## src/pkg/sfr_pkg.sv

```systemverilog
// Constants, opcodes and state types of the serial flash read host
package sfr_pkg;

  ////////////////////////////////////////////////////////////////////
  // Clock and timing
  localparam int CLK_MHZ = 40;
  localparam int T_RST_US = 10;
  localparam int T_REC_US = 1;
  localparam int T_XFR_US = 200;
  localparam int RST_CYC = T_RST_US * CLK_MHZ;
  localparam int REC_CYC = T_REC_US * CLK_MHZ;
  localparam int XFR_CYC = T_XFR_US * CLK_MHZ;
  localparam int TMR_W = 16;
  // Half period of the serial clock in system clocks
  localparam logic [3:0] SCK_HALF = 4'h3;
  // Chip select high time between frames
  localparam logic [3:0] CS_GAP = 4'h4;

  ////////////////////////////////////////////////////////////////////
  // Read opcodes
  localparam logic [7:0] OP_CONT_LEGACY = 8'hE8;
  localparam logic [7:0] OP_CONT_FAST = 8'h0B;
  localparam logic [7:0] OP_CONT_LOW = 8'h01;
  localparam logic [7:0] OP_CONT_STD = 8'h03;
  localparam logic [7:0] OP_PAGE_RD = 8'hD2;
  localparam logic [7:0] OP_BUF1_RD = 8'hD4;
  localparam logic [7:0] OP_BUF2_RD = 8'hD6;
  localparam logic [7:0] OP_BUF1_LF = 8'hD1;
  localparam logic [7:0] OP_BUF2_LF = 8'hD3;
  localparam logic [7:0] OP_SPROT_RD = 8'h32;
  localparam logic [7:0] OP_LOCK_RD = 8'h35;
  localparam logic [7:0] OP_SEC_RD = 8'h77;
  localparam logic [7:0] OP_STAT_RD = 8'hD7;
  localparam logic [7:0] OP_ID_RD = 8'h9F;
  localparam logic [7:0] FILL_BYTE = 8'h00;

  ////////////////////////////////////////////////////////////////////
  // Header lengths in bytes, opcode included
  localparam logic [3:0] HDR_OP = 4'h1;
  localparam logic [3:0] HDR_A = 4'h4;
  localparam logic [3:0] HDR_A_D1 = 4'h5;
  localparam logic [3:0] HDR_A_D4 = 4'h8;

  ////////////////////////////////////////////////////////////////////
  // Geometry and rewrite tracking
  localparam int PAGE_W = 12;
  localparam int BYTE_W = 9;
  localparam int ADDR_W = 24;
  localparam int LEN_W = 16;
  localparam int TOT_W = 17;
  localparam int PAGE_COUNT = 4096;
  localparam int REWRITE_SPAN = 50000;

  ////////////////////////////////////////////////////////////////////
  // Types
  typedef enum logic [3:0] {
    CL_NONE, CL_CONT_D4, CL_CONT_D1, CL_CONT_D0, CL_PAGE,
    CL_BUF, CL_BUF_LF, CL_REG_A, CL_REG_OP, CL_XFR
  } sfr_class_e;

  typedef enum logic [2:0] {
    E_IDLE = 3'b000, E_LOW = 3'b001, E_HIGH = 3'b011,
    E_TAIL = 3'b010, E_GAP = 3'b110
  } sfr_eng_e;

  typedef enum logic [2:0] {
    M_RST = 3'b000, M_REC = 3'b001, M_IDLE = 3'b011,
    M_SEND = 3'b010, M_DRAIN = 3'b110, M_XFR = 3'b111
  } sfr_main_e;

endpackage

```

## src/pkg/sfr_byte_if.sv

```systemverilog
// Byte stream carrier between the command sequencer and the serial engine
`timescale 1ns/1ps
interface sfr_byte_if;
  logic tx_valid;
  logic tx_ready;
  logic tx_last;
  logic [7:0] tx_data;
  logic rx_valid;
  logic [7:0] rx_data;
  logic busy;
  modport ctrl (output tx_valid, output tx_last, output tx_data,
                input tx_ready, input rx_valid, input rx_data, input busy);
  modport engine (input tx_valid, input tx_last, input tx_data,
                  output tx_ready, output rx_valid, output rx_data, output busy);
endinterface

```

## src/core/sfr_spi_engine.sv

```systemverilog
// Serial byte engine: clock divider, chip select framing and bit shifting
`timescale 1ns/1ps
module sfr_spi_engine (
  input wire logic clk_i,
  input wire logic rst_n_i,
  sfr_byte_if.engine bus,
  output logic sck_o,
  output logic cs_n_o,
  output logic mosi_o,
  input wire logic miso_i
);
  import sfr_pkg::*;

  sfr_eng_e state_reg, state_next;
  logic [3:0] cnt_reg, cnt_next;
  logic [2:0] bit_reg, bit_next;
  logic [7:0] tx_sh_reg, tx_sh_next;
  logic [7:0] rx_sh_reg, rx_sh_next;
  logic [7:0] rx_data_reg, rx_data_next;
  logic last_reg, last_next;
  logic sck_reg, sck_next;
  logic cs_n_reg, cs_n_next;
  logic rx_valid_reg, rx_valid_next;
  logic miso_m_reg, miso_s_reg;

  wire tick = (cnt_reg == 4'h0);
  wire byte_end = tick && (bit_reg == 3'h7);
  wire rx_bit = miso_s_reg;

  ////////////////////////////////////////////////////////////////////
  assign bus.tx_ready = (state_reg == E_IDLE) ||
                        ((state_reg == E_HIGH) && byte_end && !last_reg);
  assign bus.rx_valid = rx_valid_reg;
  assign bus.rx_data = rx_data_reg;
  assign bus.busy = (state_reg != E_IDLE);
  assign sck_o = sck_reg;
  assign cs_n_o = cs_n_reg;
  assign mosi_o = tx_sh_reg[7];

  ////////////////////////////////////////////////////////////////////
  always_comb begin
    state_next = state_reg;
    cnt_next = tick ? cnt_reg : cnt_reg - 4'h1;
    bit_next = bit_reg;
    tx_sh_next = tx_sh_reg;
    rx_sh_next = rx_sh_reg;
    rx_data_next = rx_data_reg;
    last_next = last_reg;
    sck_next = sck_reg;
    cs_n_next = cs_n_reg;
    rx_valid_next = 1'b0;
    unique case (state_reg)
      E_IDLE: begin
        if (bus.tx_valid) begin
          tx_sh_next = bus.tx_data;
          last_next = bus.tx_last;
          cs_n_next = 1'b0;
          bit_next = 3'h0;
          cnt_next = SCK_HALF - 4'h1;
          state_next = E_LOW;
        end
      end
      E_LOW: begin
        // Rising edge: sample the device bit driven on the last fall
        if (tick) begin
          sck_next = 1'b1;
          rx_sh_next = {rx_sh_reg[6:0], rx_bit};
          if (bit_reg == 3'h7) begin
            rx_valid_next = 1'b1;
            rx_data_next = {rx_sh_reg[6:0], rx_bit};
          end
          cnt_next = SCK_HALF - 4'h1;
          state_next = E_HIGH;
        end
      end
      E_HIGH: begin
        // Falling edge: present the next host bit
        if (tick && (bit_reg != 3'h7)) begin
          sck_next = 1'b0;
          tx_sh_next = {tx_sh_reg[6:0], 1'b0};
          bit_next = bit_reg + 3'h1;
          cnt_next = SCK_HALF - 4'h1;
          state_next = E_LOW;
        end else if (byte_end && last_reg) begin
          sck_next = 1'b0;
          cnt_next = SCK_HALF - 4'h1;
          state_next = E_TAIL;
        end else if (byte_end && bus.tx_valid) begin
          // Clock parks high while the next byte is late
          sck_next = 1'b0;
          tx_sh_next = bus.tx_data;
          last_next = bus.tx_last;
          bit_next = 3'h0;
          cnt_next = SCK_HALF - 4'h1;
          state_next = E_LOW;
        end
      end
      E_TAIL: begin
        if (tick) begin
          cs_n_next = 1'b1;
          cnt_next = CS_GAP - 4'h1;
          state_next = E_GAP;
        end
      end
      E_GAP: begin
        if (tick) begin
          state_next = E_IDLE;
        end
      end
      default: begin
        state_next = E_IDLE;
        cs_n_next = 1'b1;
        sck_next = 1'b0;
      end
    endcase
  end

  ////////////////////////////////////////////////////////////////////
  always_ff @(posedge clk_i) begin
    miso_m_reg <= miso_i;
    miso_s_reg <= miso_m_reg;
  end

  always_ff @(posedge clk_i) begin
    if (!rst_n_i) begin
      state_reg <= E_IDLE;
      cnt_reg <= 4'h0;
      bit_reg <= 3'h0;
      tx_sh_reg <= 8'h00;
      rx_sh_reg <= 8'h00;
      rx_data_reg <= 8'h00;
      last_reg <= 1'b0;
      sck_reg <= 1'b0;
      cs_n_reg <= 1'b1;
      rx_valid_reg <= 1'b0;
    end else begin
      state_reg <= state_next;
      cnt_reg <= cnt_next;
      bit_reg <= bit_next;
      tx_sh_reg <= tx_sh_next;
      rx_sh_reg <= rx_sh_next;
      rx_data_reg <= rx_data_next;
      last_reg <= last_next;
      sck_reg <= sck_next;
      cs_n_reg <= cs_n_next;
      rx_valid_reg <= rx_valid_next;
    end
  end
endmodule // sfr_spi_engine

```

## src/core/sfr_host.sv

```systemverilog
// Host controller issuing read commands to a serial flash with two buffers
`timescale 1ns/1ps
module sfr_host #(
  parameter logic [7:0] P2B_BUF1_OP = 8'hFE,
  parameter logic [7:0] P2B_BUF2_OP = 8'hFF,
  parameter int XFR_WAIT_CYC = sfr_pkg::XFR_CYC,
  parameter int REWRITE_OPS = sfr_pkg::REWRITE_SPAN
) (
  input wire logic MCLK_I,
  input wire logic RST_N_I,
  output logic SCK_O,
  output logic CS_N_O,
  output logic MOSI_O,
  input wire logic MISO_I,
  output logic FLASH_RST_N_O,
  input wire logic PAGE_256_I,
  input wire logic CMD_VALID_I,
  input wire logic [7:0] CMD_OP_I,
  input wire logic [sfr_pkg::PAGE_W-1:0] CMD_PAGE_I,
  input wire logic [sfr_pkg::BYTE_W-1:0] CMD_BYTE_I,
  input wire logic [sfr_pkg::LEN_W-1:0] CMD_LEN_I,
  output logic CMD_READY_O,
  output logic CMD_ERR_O,
  output logic CMD_DONE_O,
  output logic [7:0] RD_DATA_O,
  output logic RD_VALID_O,
  input wire logic PGM_OP_I,
  input wire logic REWRITE_DONE_I,
  output logic REWRITE_DUE_O,
  output logic [sfr_pkg::PAGE_W-1:0] REWRITE_PAGE_O
);
  import sfr_pkg::*;

  // Spread over the whole array: every page comes due within the span
  localparam int REWRITE_GAP = REWRITE_OPS / PAGE_COUNT;

  ////////////////////////////////////////////////////////////////////
  // Opcode decoding
  function automatic sfr_class_e op_class(input logic [7:0] op);
    sfr_class_e c;
    c = CL_NONE;
    if (op == OP_CONT_LEGACY) c = CL_CONT_D4;
    if (op == OP_CONT_FAST) c = CL_CONT_D1;
    if (op == OP_CONT_LOW || op == OP_CONT_STD) c = CL_CONT_D0;
    if (op == OP_PAGE_RD) c = CL_PAGE;
    if (op == OP_BUF1_RD || op == OP_BUF2_RD) c = CL_BUF;
    if (op == OP_BUF1_LF || op == OP_BUF2_LF) c = CL_BUF_LF;
    if (op == OP_SPROT_RD) c = CL_REG_A;
    if (op == OP_LOCK_RD) c = CL_REG_A;
    if (op == OP_SEC_RD) c = CL_REG_A;
    if (op == OP_STAT_RD) c = CL_REG_OP;
    if (op == OP_ID_RD) c = CL_REG_OP;
    if (op == P2B_BUF1_OP || op == P2B_BUF2_OP) c = CL_XFR;
    return c;
  endfunction

  function automatic logic [3:0] hdr_len(input sfr_class_e c);
    logic [3:0] n;
    n = HDR_A;
    if (c == CL_CONT_D4 || c == CL_PAGE) n = HDR_A_D4;
    if (c == CL_CONT_D1 || c == CL_BUF) n = HDR_A_D1;
    if (c == CL_REG_OP) n = HDR_OP;
    return n;
  endfunction

  function automatic logic has_addr(input sfr_class_e c);
    return (c != CL_REG_A) && (c != CL_REG_OP);
  endfunction

  ////////////////////////////////////////////////////////////////////
  // Declarations
  sfr_byte_if bus ();

  sfr_main_e state_reg, state_next;
  logic [TMR_W-1:0] tmr_reg, tmr_next;
  logic [7:0] op_reg, op_next;
  sfr_class_e cls_reg, cls_next;
  logic [ADDR_W-1:0] addr_reg, addr_next;
  logic [3:0] hdr_reg, hdr_next;
  logic [TOT_W-1:0] total_reg, total_next;
  logic [TOT_W-1:0] sent_reg, sent_next;
  logic [TOT_W-1:0] rxc_reg, rxc_next;
  logic flash_rst_n_reg, flash_rst_n_next;
  logic page256_reg, page256_next;
  logic strap_m_reg, strap_s_reg;
  logic err_reg, done_reg, done_next;
  logic [7:0] rd_data_reg;
  logic rd_valid_reg;
  logic [LEN_W-1:0] opcnt_reg, opcnt_next;
  logic due_reg, due_next;
  logic [PAGE_W-1:0] ptr_reg, ptr_next;

  ////////////////////////////////////////////////////////////////////
  // Command intake and address forming
  wire ready = (state_reg == M_IDLE);
  wire accept = CMD_VALID_I && ready;
  sfr_class_e cls_in;
  assign cls_in = op_class(CMD_OP_I);
  wire known = (cls_in != CL_NONE);
  wire [3:0] hdr_in = hdr_len(cls_in);
  wire [ADDR_W-1:0] addr_264 = {3'h0, CMD_PAGE_I, CMD_BYTE_I};
  wire [ADDR_W-1:0] addr_256 = {4'h0, CMD_PAGE_I, CMD_BYTE_I[7:0]};
  wire [ADDR_W-1:0] addr_sel = page256_reg ? addr_256 : addr_264;
  wire [ADDR_W-1:0] addr_in = has_addr(cls_in) ? addr_sel : '0;
  wire is_xfr = (cls_in == CL_XFR);
  wire [TOT_W-1:0] len_in = is_xfr ? '0 : TOT_W'(CMD_LEN_I);
  wire [TOT_W-1:0] total_in = TOT_W'(hdr_in) + len_in;

  ////////////////////////////////////////////////////////////////////
  // Byte stream towards the engine
  wire [7:0] tx_byte = (sent_reg == TOT_W'(0)) ? op_reg :
                       (sent_reg == TOT_W'(1)) ? addr_reg[23:16] :
                       (sent_reg == TOT_W'(2)) ? addr_reg[15:8] :
                       (sent_reg == TOT_W'(3)) ? addr_reg[7:0] : FILL_BYTE;
  wire tx_last = (sent_reg == total_reg - TOT_W'(1));
  wire take = bus.tx_valid && bus.tx_ready;
  wire rx_keep = bus.rx_valid && (rxc_reg >= TOT_W'(hdr_reg));

  assign bus.tx_valid = (state_reg == M_SEND);
  assign bus.tx_data = tx_byte;
  assign bus.tx_last = tx_last;

  ////////////////////////////////////////////////////////////////////
  // Sequencer
  always_comb begin
    state_next = state_reg;
    tmr_next = (tmr_reg == '0) ? tmr_reg : tmr_reg - TMR_W'(1);
    op_next = op_reg;
    cls_next = cls_reg;
    addr_next = addr_reg;
    hdr_next = hdr_reg;
    total_next = total_reg;
    sent_next = take ? sent_reg + TOT_W'(1) : sent_reg;
    rxc_next = bus.rx_valid ? rxc_reg + TOT_W'(1) : rxc_reg;
    flash_rst_n_next = flash_rst_n_reg;
    page256_next = page256_reg;
    done_next = 1'b0;
    unique case (state_reg)
      M_RST: begin
        // Engine sits idle here, so select is high at release
        if (tmr_reg == '0) begin
          flash_rst_n_next = 1'b1;
          tmr_next = TMR_W'(REC_CYC - 1);
          state_next = M_REC;
        end
      end
      M_REC: begin
        if (tmr_reg == '0) begin
          page256_next = strap_s_reg;
          state_next = M_IDLE;
        end
      end
      M_IDLE: begin
        // Unknown opcodes never reach the pins
        if (accept && known) begin
          op_next = CMD_OP_I;
          cls_next = cls_in;
          addr_next = addr_in;
          hdr_next = hdr_in;
          total_next = total_in;
          sent_next = '0;
          rxc_next = '0;
          state_next = M_SEND;
        end
      end
      M_SEND: begin
        if (take && tx_last) begin
          state_next = M_DRAIN;
        end
      end
      M_DRAIN: begin
        if (!bus.busy && cls_reg == CL_XFR) begin
          // Device needs the full copy time before the buffer is usable
          tmr_next = TMR_W'(XFR_WAIT_CYC - 1);
          state_next = M_XFR;
        end else if (!bus.busy) begin
          done_next = 1'b1;
          state_next = M_IDLE;
        end
      end
      M_XFR: begin
        if (tmr_reg == '0) begin
          done_next = 1'b1;
          state_next = M_IDLE;
        end
      end
      default: begin
        state_next = M_IDLE;
      end
    endcase
  end

  ////////////////////////////////////////////////////////////////////
  // Rewrite pacing: a new due flag wins over a same-cycle acknowledge
  wire op_hit = PGM_OP_I && (opcnt_reg == LEN_W'(REWRITE_GAP - 1));
  wire ack = REWRITE_DONE_I && due_reg;

  always_comb begin
    opcnt_next = opcnt_reg;
    if (op_hit) begin
      opcnt_next = '0;
    end else if (PGM_OP_I) begin
      opcnt_next = opcnt_reg + LEN_W'(1);
    end
    due_next = op_hit || (due_reg && !REWRITE_DONE_I);
    ptr_next = ack ? ptr_reg + PAGE_W'(1) : ptr_reg;
  end

  ////////////////////////////////////////////////////////////////////
  // Registers
  always_ff @(posedge MCLK_I) begin
    strap_m_reg <= PAGE_256_I;
    strap_s_reg <= strap_m_reg;
  end

  always_ff @(posedge MCLK_I) begin
    if (!RST_N_I) begin
      state_reg <= M_RST;
      tmr_reg <= TMR_W'(RST_CYC - 1);
      op_reg <= 8'h00;
      cls_reg <= CL_NONE;
      addr_reg <= '0;
      hdr_reg <= 4'h0;
      total_reg <= '0;
      sent_reg <= '0;
      rxc_reg <= '0;
      flash_rst_n_reg <= 1'b0;
      page256_reg <= 1'b0;
      done_reg <= 1'b0;
    end else begin
      state_reg <= state_next;
      tmr_reg <= tmr_next;
      op_reg <= op_next;
      cls_reg <= cls_next;
      addr_reg <= addr_next;
      hdr_reg <= hdr_next;
      total_reg <= total_next;
      sent_reg <= sent_next;
      rxc_reg <= rxc_next;
      flash_rst_n_reg <= flash_rst_n_next;
      page256_reg <= page256_next;
      done_reg <= done_next;
    end
  end

  always_ff @(posedge MCLK_I) begin
    if (!RST_N_I) begin
      err_reg <= 1'b0;
      rd_valid_reg <= 1'b0;
      rd_data_reg <= 8'h00;
    end else begin
      err_reg <= accept && !known;
      rd_valid_reg <= rx_keep;
      rd_data_reg <= rx_keep ? bus.rx_data : rd_data_reg;
    end
  end

  always_ff @(posedge MCLK_I) begin
    if (!RST_N_I) begin
      opcnt_reg <= '0;
      due_reg <= 1'b0;
      ptr_reg <= '0;
    end else begin
      opcnt_reg <= opcnt_next;
      due_reg <= due_next;
      ptr_reg <= ptr_next;
    end
  end

  ////////////////////////////////////////////////////////////////////
  // Serial engine
  sfr_spi_engine u_engine (
    .clk_i(MCLK_I),
    .rst_n_i(RST_N_I),
    .bus(bus),
    .sck_o(SCK_O),
    .cs_n_o(CS_N_O),
    .mosi_o(MOSI_O),
    .miso_i(MISO_I)
  );

  assign FLASH_RST_N_O = flash_rst_n_reg;
  assign CMD_READY_O = ready;
  assign CMD_ERR_O = err_reg;
  assign CMD_DONE_O = done_reg;
  assign RD_DATA_O = rd_data_reg;
  assign RD_VALID_O = rd_valid_reg;
  assign REWRITE_DUE_O = due_reg;
  assign REWRITE_PAGE_O = ptr_reg;

endmodule // sfr_host

```

## config.mk

```make
export PLATFORM = sky130hd
export DESIGN_NAME = sfr_host
export DESIGN_NICKNAME = d
export VERILOG_FILES = /design/src/pkg/sfr_pkg.sv /design/src/pkg/sfr_byte_if.sv /design/src/core/sfr_spi_engine.sv /design/src/core/sfr_host.sv
export SDC_FILE = /design/constraint.sdc
export NUM_CORES = 1
export LEC_CHECK = 0
export ABC_AREA = 1
export BUFFER_PORTS_ARGS = -buffer_cell sky130_fd_sc_hd__buf_2
export CAP_MARGIN = 40
export CORE_ASPECT_RATIO = 1.2
export CORE_UTILIZATION = 60
export CTS_CLUSTER_DIAMETER = 100
export DETAILED_ROUTE_END_ITERATION = 8
export PLACE_DENSITY = 0.77
export SLEW_MARGIN = 15
export SYNTH_ARGS = -nofsm -noshare
export SYNTH_HDL_FRONTEND = slang
export SYNTH_HIERARCHICAL = 1
export SYNTH_SLANG_ARGS = --single-unit
```

## constraint.sdc

```tcl
create_clock -name MCLK_I -period 3.05 [get_ports MCLK_I]
set_input_delay 0.61 -clock MCLK_I [delete_from_list [all_inputs] [get_ports MCLK_I]]
set_output_delay 0.61 -clock MCLK_I [all_outputs]
set_load 0.02 [all_outputs]
```

==> Implementation_results.wiki <==
{| class="wikitable"
! Metric !! Value
|-
| Share of cells above drive strength 1 || 12.4%
|-
| Pin count of the biggest net entering global routing || 37
|-
| Final number of max-transition violations || 0
|-
| Initial cell density of the core || 61.4%
|-
| # IOs || 81
|-
| Required time of the critical path || 3.40 ns
|-
| Worst-path clk slew || 0.07 ns
|-
| Final total negative setup slack || 0 ns
|-
| Syn Inst Count || 1437
|-
| Setup repair after global routing missed its margin || false
|-
| Crit. End Element || flop
|-
| First DRT Iteration DRCs || 523
|-
| Post-synth top cells || sky130_fd_sc_hd__nand2_1 (295), sky130_fd_sc_hd__nor2_1 (220), sky130_fd_sc_hd__dfxtp_1 (189)
|-
| Critical path launch point type || flop
|-
| Run status || finished, final reports clean
|-
| Flop and latch count out of synthesis || 189
|-
| Slew HR || 56.1%
|-
| CP Data Arrival Time || 3.13 ns
|-
| CP max-delay cell || sky130_fd_sc_hd__dfxtp_1
|-
| CP peak stage delay || 0.31 ns
|-
| Transition time of the tightest slew-check pin || 0.653 ns
|-
| Proportion of synthesized chip area in sequential cells || 38.0%
|-
| Die Area || 17100 sq um
|-
| Std-Cell Core Area || 16200 sq um
|-
| DR WL/cell || 13.2 um
|-
| Fraction of post-synthesis cell area in the top cell type by area || 38.0%
|-
| Via count of the first global-routing pass || 8393
|-
| Post-DP HPWL || 17100 um
|-
| Count of warnings emitted by yosys || 6
|-
| Clock latency on the worst-skew pair || 0.43 ns
|-
| Count of filler cells inserted in the layout || 1447
|-
| Vias after detailed routing || 9332
|-
| Die H || 143 um
|-
| Core Rows || 51
|-
| Synth cell types || 52
|-
| Antenna Nets Post-Route || 0
|-
| Biggest area contributors in the synthesized netlist || sky130_fd_sc_hd__dfxtp_1 (38%), sky130_fd_sc_hd__nand2_1 (11%), sky130_fd_sc_hd__nor2_1 (8.3%)
|-
| Fin crit period || 2.78 ns
|-
| Grt ovf || 0
|-
| Pre-Repair DR Iteration Count || 5
|-
| Count of cells along the worst hold path || 1
|-
| Final weighted congestion in routability-driven placement || 0.921
|-
| Synth Area per Inst || 6.92 sq um
|-
| Max Clock Freq || 0.360 GHz
|-
| Worst VDD drop || 481 uV
|-
| Buffer type at the clock tree root || sky130_fd_sc_hd__clkbuf_16
|-
| Worst Setup Path Type || reg2reg
|-
| CTS max path bufs || 2
|-
| Top cell type by total area after synthesis || sky130_fd_sc_hd__dfxtp_1
|-
| Drt drc || 0
|-
| Maximum fanout along the worst path || 5
|-
| Static leakage power || 4.92 nW
|-
| Setup violations, final || 0
|-
| Horiz. Die Dim || 120 um
|-
| Syn Nets || 1512
|-
| Overall power after layout || 6.01 mW
|-
| Overall fraction of global-route tracks in use || 27.5%
|-
| Cell with the most instances after synthesis || sky130_fd_sc_hd__nand2_1
|-
| Fraction of synthesis flops using an asynchronous set or reset pin || 0%
|-
| Max reg flops || 21
|-
| Number of synthesized flops with an enable pin || 0
|-
| Input/output buffers || 80
|-
| Final number of hold-violating endpoints || 0
|-
| FF-to-FF path depth || 16
|-
| Hold crit path type || in2reg
|-
| Total of hold buffers inserted after clock tree synthesis || 0
|-
| Ratio of total power to cell area || 542 nW/um^2
|-
| TritonCTS buffer count || 17
|-
| CTS H-tree lvls || 4
|-
| Number of antenna violations at the first check in global routing || 0
|-
| Final Hold Slack || 0.273 ns
|-
| TritonCTS clock tree || built
|-
| Final nets || 1595
|-
| Share of the clock period used by the worst path || 91.0%
|-
| Layout overhead on the synthesized area || 11.5%
|-
| Leading register cell type out of synthesis || sky130_fd_sc_hd__dfxtp_1
|-
| Aggregate routed wire length || 23100 um
|-
| Clk sinks || 189
|-
| Number of vias per cell after detailed routing || 5.35
|-
| Post-Syn Area || 9950 sq um
|-
| Series of cell instances along the critical path || inv_1, ha_2, nand2_2, nor2_4, nand2_2, o31ai_2, inv_1, nor2_4, inv_1, nor2_4, nand4_2, nor2_2, nand3_1, nor2_1, o21ai_0, a211oi_1
|-
| Setup Skew || 0.00746 ns
|-
| Ant. Diodes || 0
|-
| Wire length of the first global-routing pass || 37900 um
|-
| Reported max-cap violation count || 0
|}
==> report_power, final <==
group	leakage (nW)	internal (mW)	total (mW)	switching [mW]
combinational	3.13	0.441	1.25	0.813
clock	0.261	1.05	2.05	1.00
sequential	1.53	2.59	2.70	0.109
total	4.92	4.08	6.01	1.92
==> worst max-delay path, delay by kind of cell, from the launching register on <==
family / cells / cell delay, ns
compound gates: 3 / 0.52
fa+ha+maj: 1 / 0.24
buf+inv: 3 / 0.34
flops: 1 / 0.31
simple gates: 9 / 1.27
==> cell usage in the layout, fill, tap and decap left out, drive strengths merged, types with 9 or more instances in the layout <==
master | synthesis | routed
xnor2 | 12 | 12
nand4 | 31 | 31
buf | 16 | 93
nand3 | 86 | 86
a21oi | 71 | 71
o21ai | 95 | 95
nor3 | 43 | 43
o211ai | 15 | 15
nor2 | 233 | 233
dfxtp | 189 | 189
inv | 189 | 194
clkinv | 2 | 9
clkbuf | 13 | 17
a211oi | 9 | 9
ha | 23 | 23
nand2 | 305 | 305
xor2 | 38 | 38
nor4 | 10 | 10
or2 | 11 | 11
==> logic make-up (layout without fill, tap and decap cells) <==
kind of cell    after synthesis  after routing  synth area share, %
mux                           1              1                0.101
simple gates                730            730                 32.6
flops                       189            189                 38.0
xor+xnor                     50             50                 4.40
fa+ha+maj                    23             23                 2.89
compound gates              224            224                 13.0
buf+inv                     220            315                 8.94
==> per-stage QoR <==
step                      area, sq um  utilization (%)  setup slack, ns  std cells
after floorplan                  9950                -            0.367       1437
after global placement          10500             64.9            0.187       1711
after detailed placement        10500             64.9           0.0963       1711
after CTS                       11100             68.3           0.0959       1742
after global routing            11100             68.4          0.00316       1744
final                           11100             68.4            0.274       1744
==> metal layers <==
layer / share of wire, % / track usage [%]
met2: 48 / 47.1
met1: 46 / 34.0
met4: 2.9 / 11.8
met3: 3.7 / 4.43
met5: 0 / 0
==> what timing repair did <==
| item | CTS | global route |
|---|---|---|
| resized for setup | 0 | 3 |
| setup endpoints to repair | 0 | 5 |
| buffers inserted | 0 | 2 |
==> final timing paths <==
kind | from | to | slack (ns)
setup / recovery | u_engine/cnt_reg[0]$_SDFF_PN0_ | sent_reg[15]$_SDFF_PN0_ | 0.27
hold / removal | MISO_I | u_engine/miso_m_reg$_DFF_P_ | 0.27
setup reg to reg | u_engine/cnt_reg[0]$_SDFF_PN0_ | sent_reg[15]$_SDFF_PN0_ | 0.27
hold reg to reg | u_engine/miso_m_reg$_DFF_P_ | u_engine/miso_s_reg$_DFF_P_ | 0.33
==> final cells by class <==
type	count	area (sq um)	area share, %
Timing Repair Buffer	93	498	4.49
Multi-Input combinational cell	1028	5290	47.6
Clock inverter	14	113	1.02
Inverter	191	722	6.51
Tap cell	212	265	2.39
Clock buffer	17	425	3.84
Sequential cell	189	3780	34.1
(Power assumes the default switching activity.)
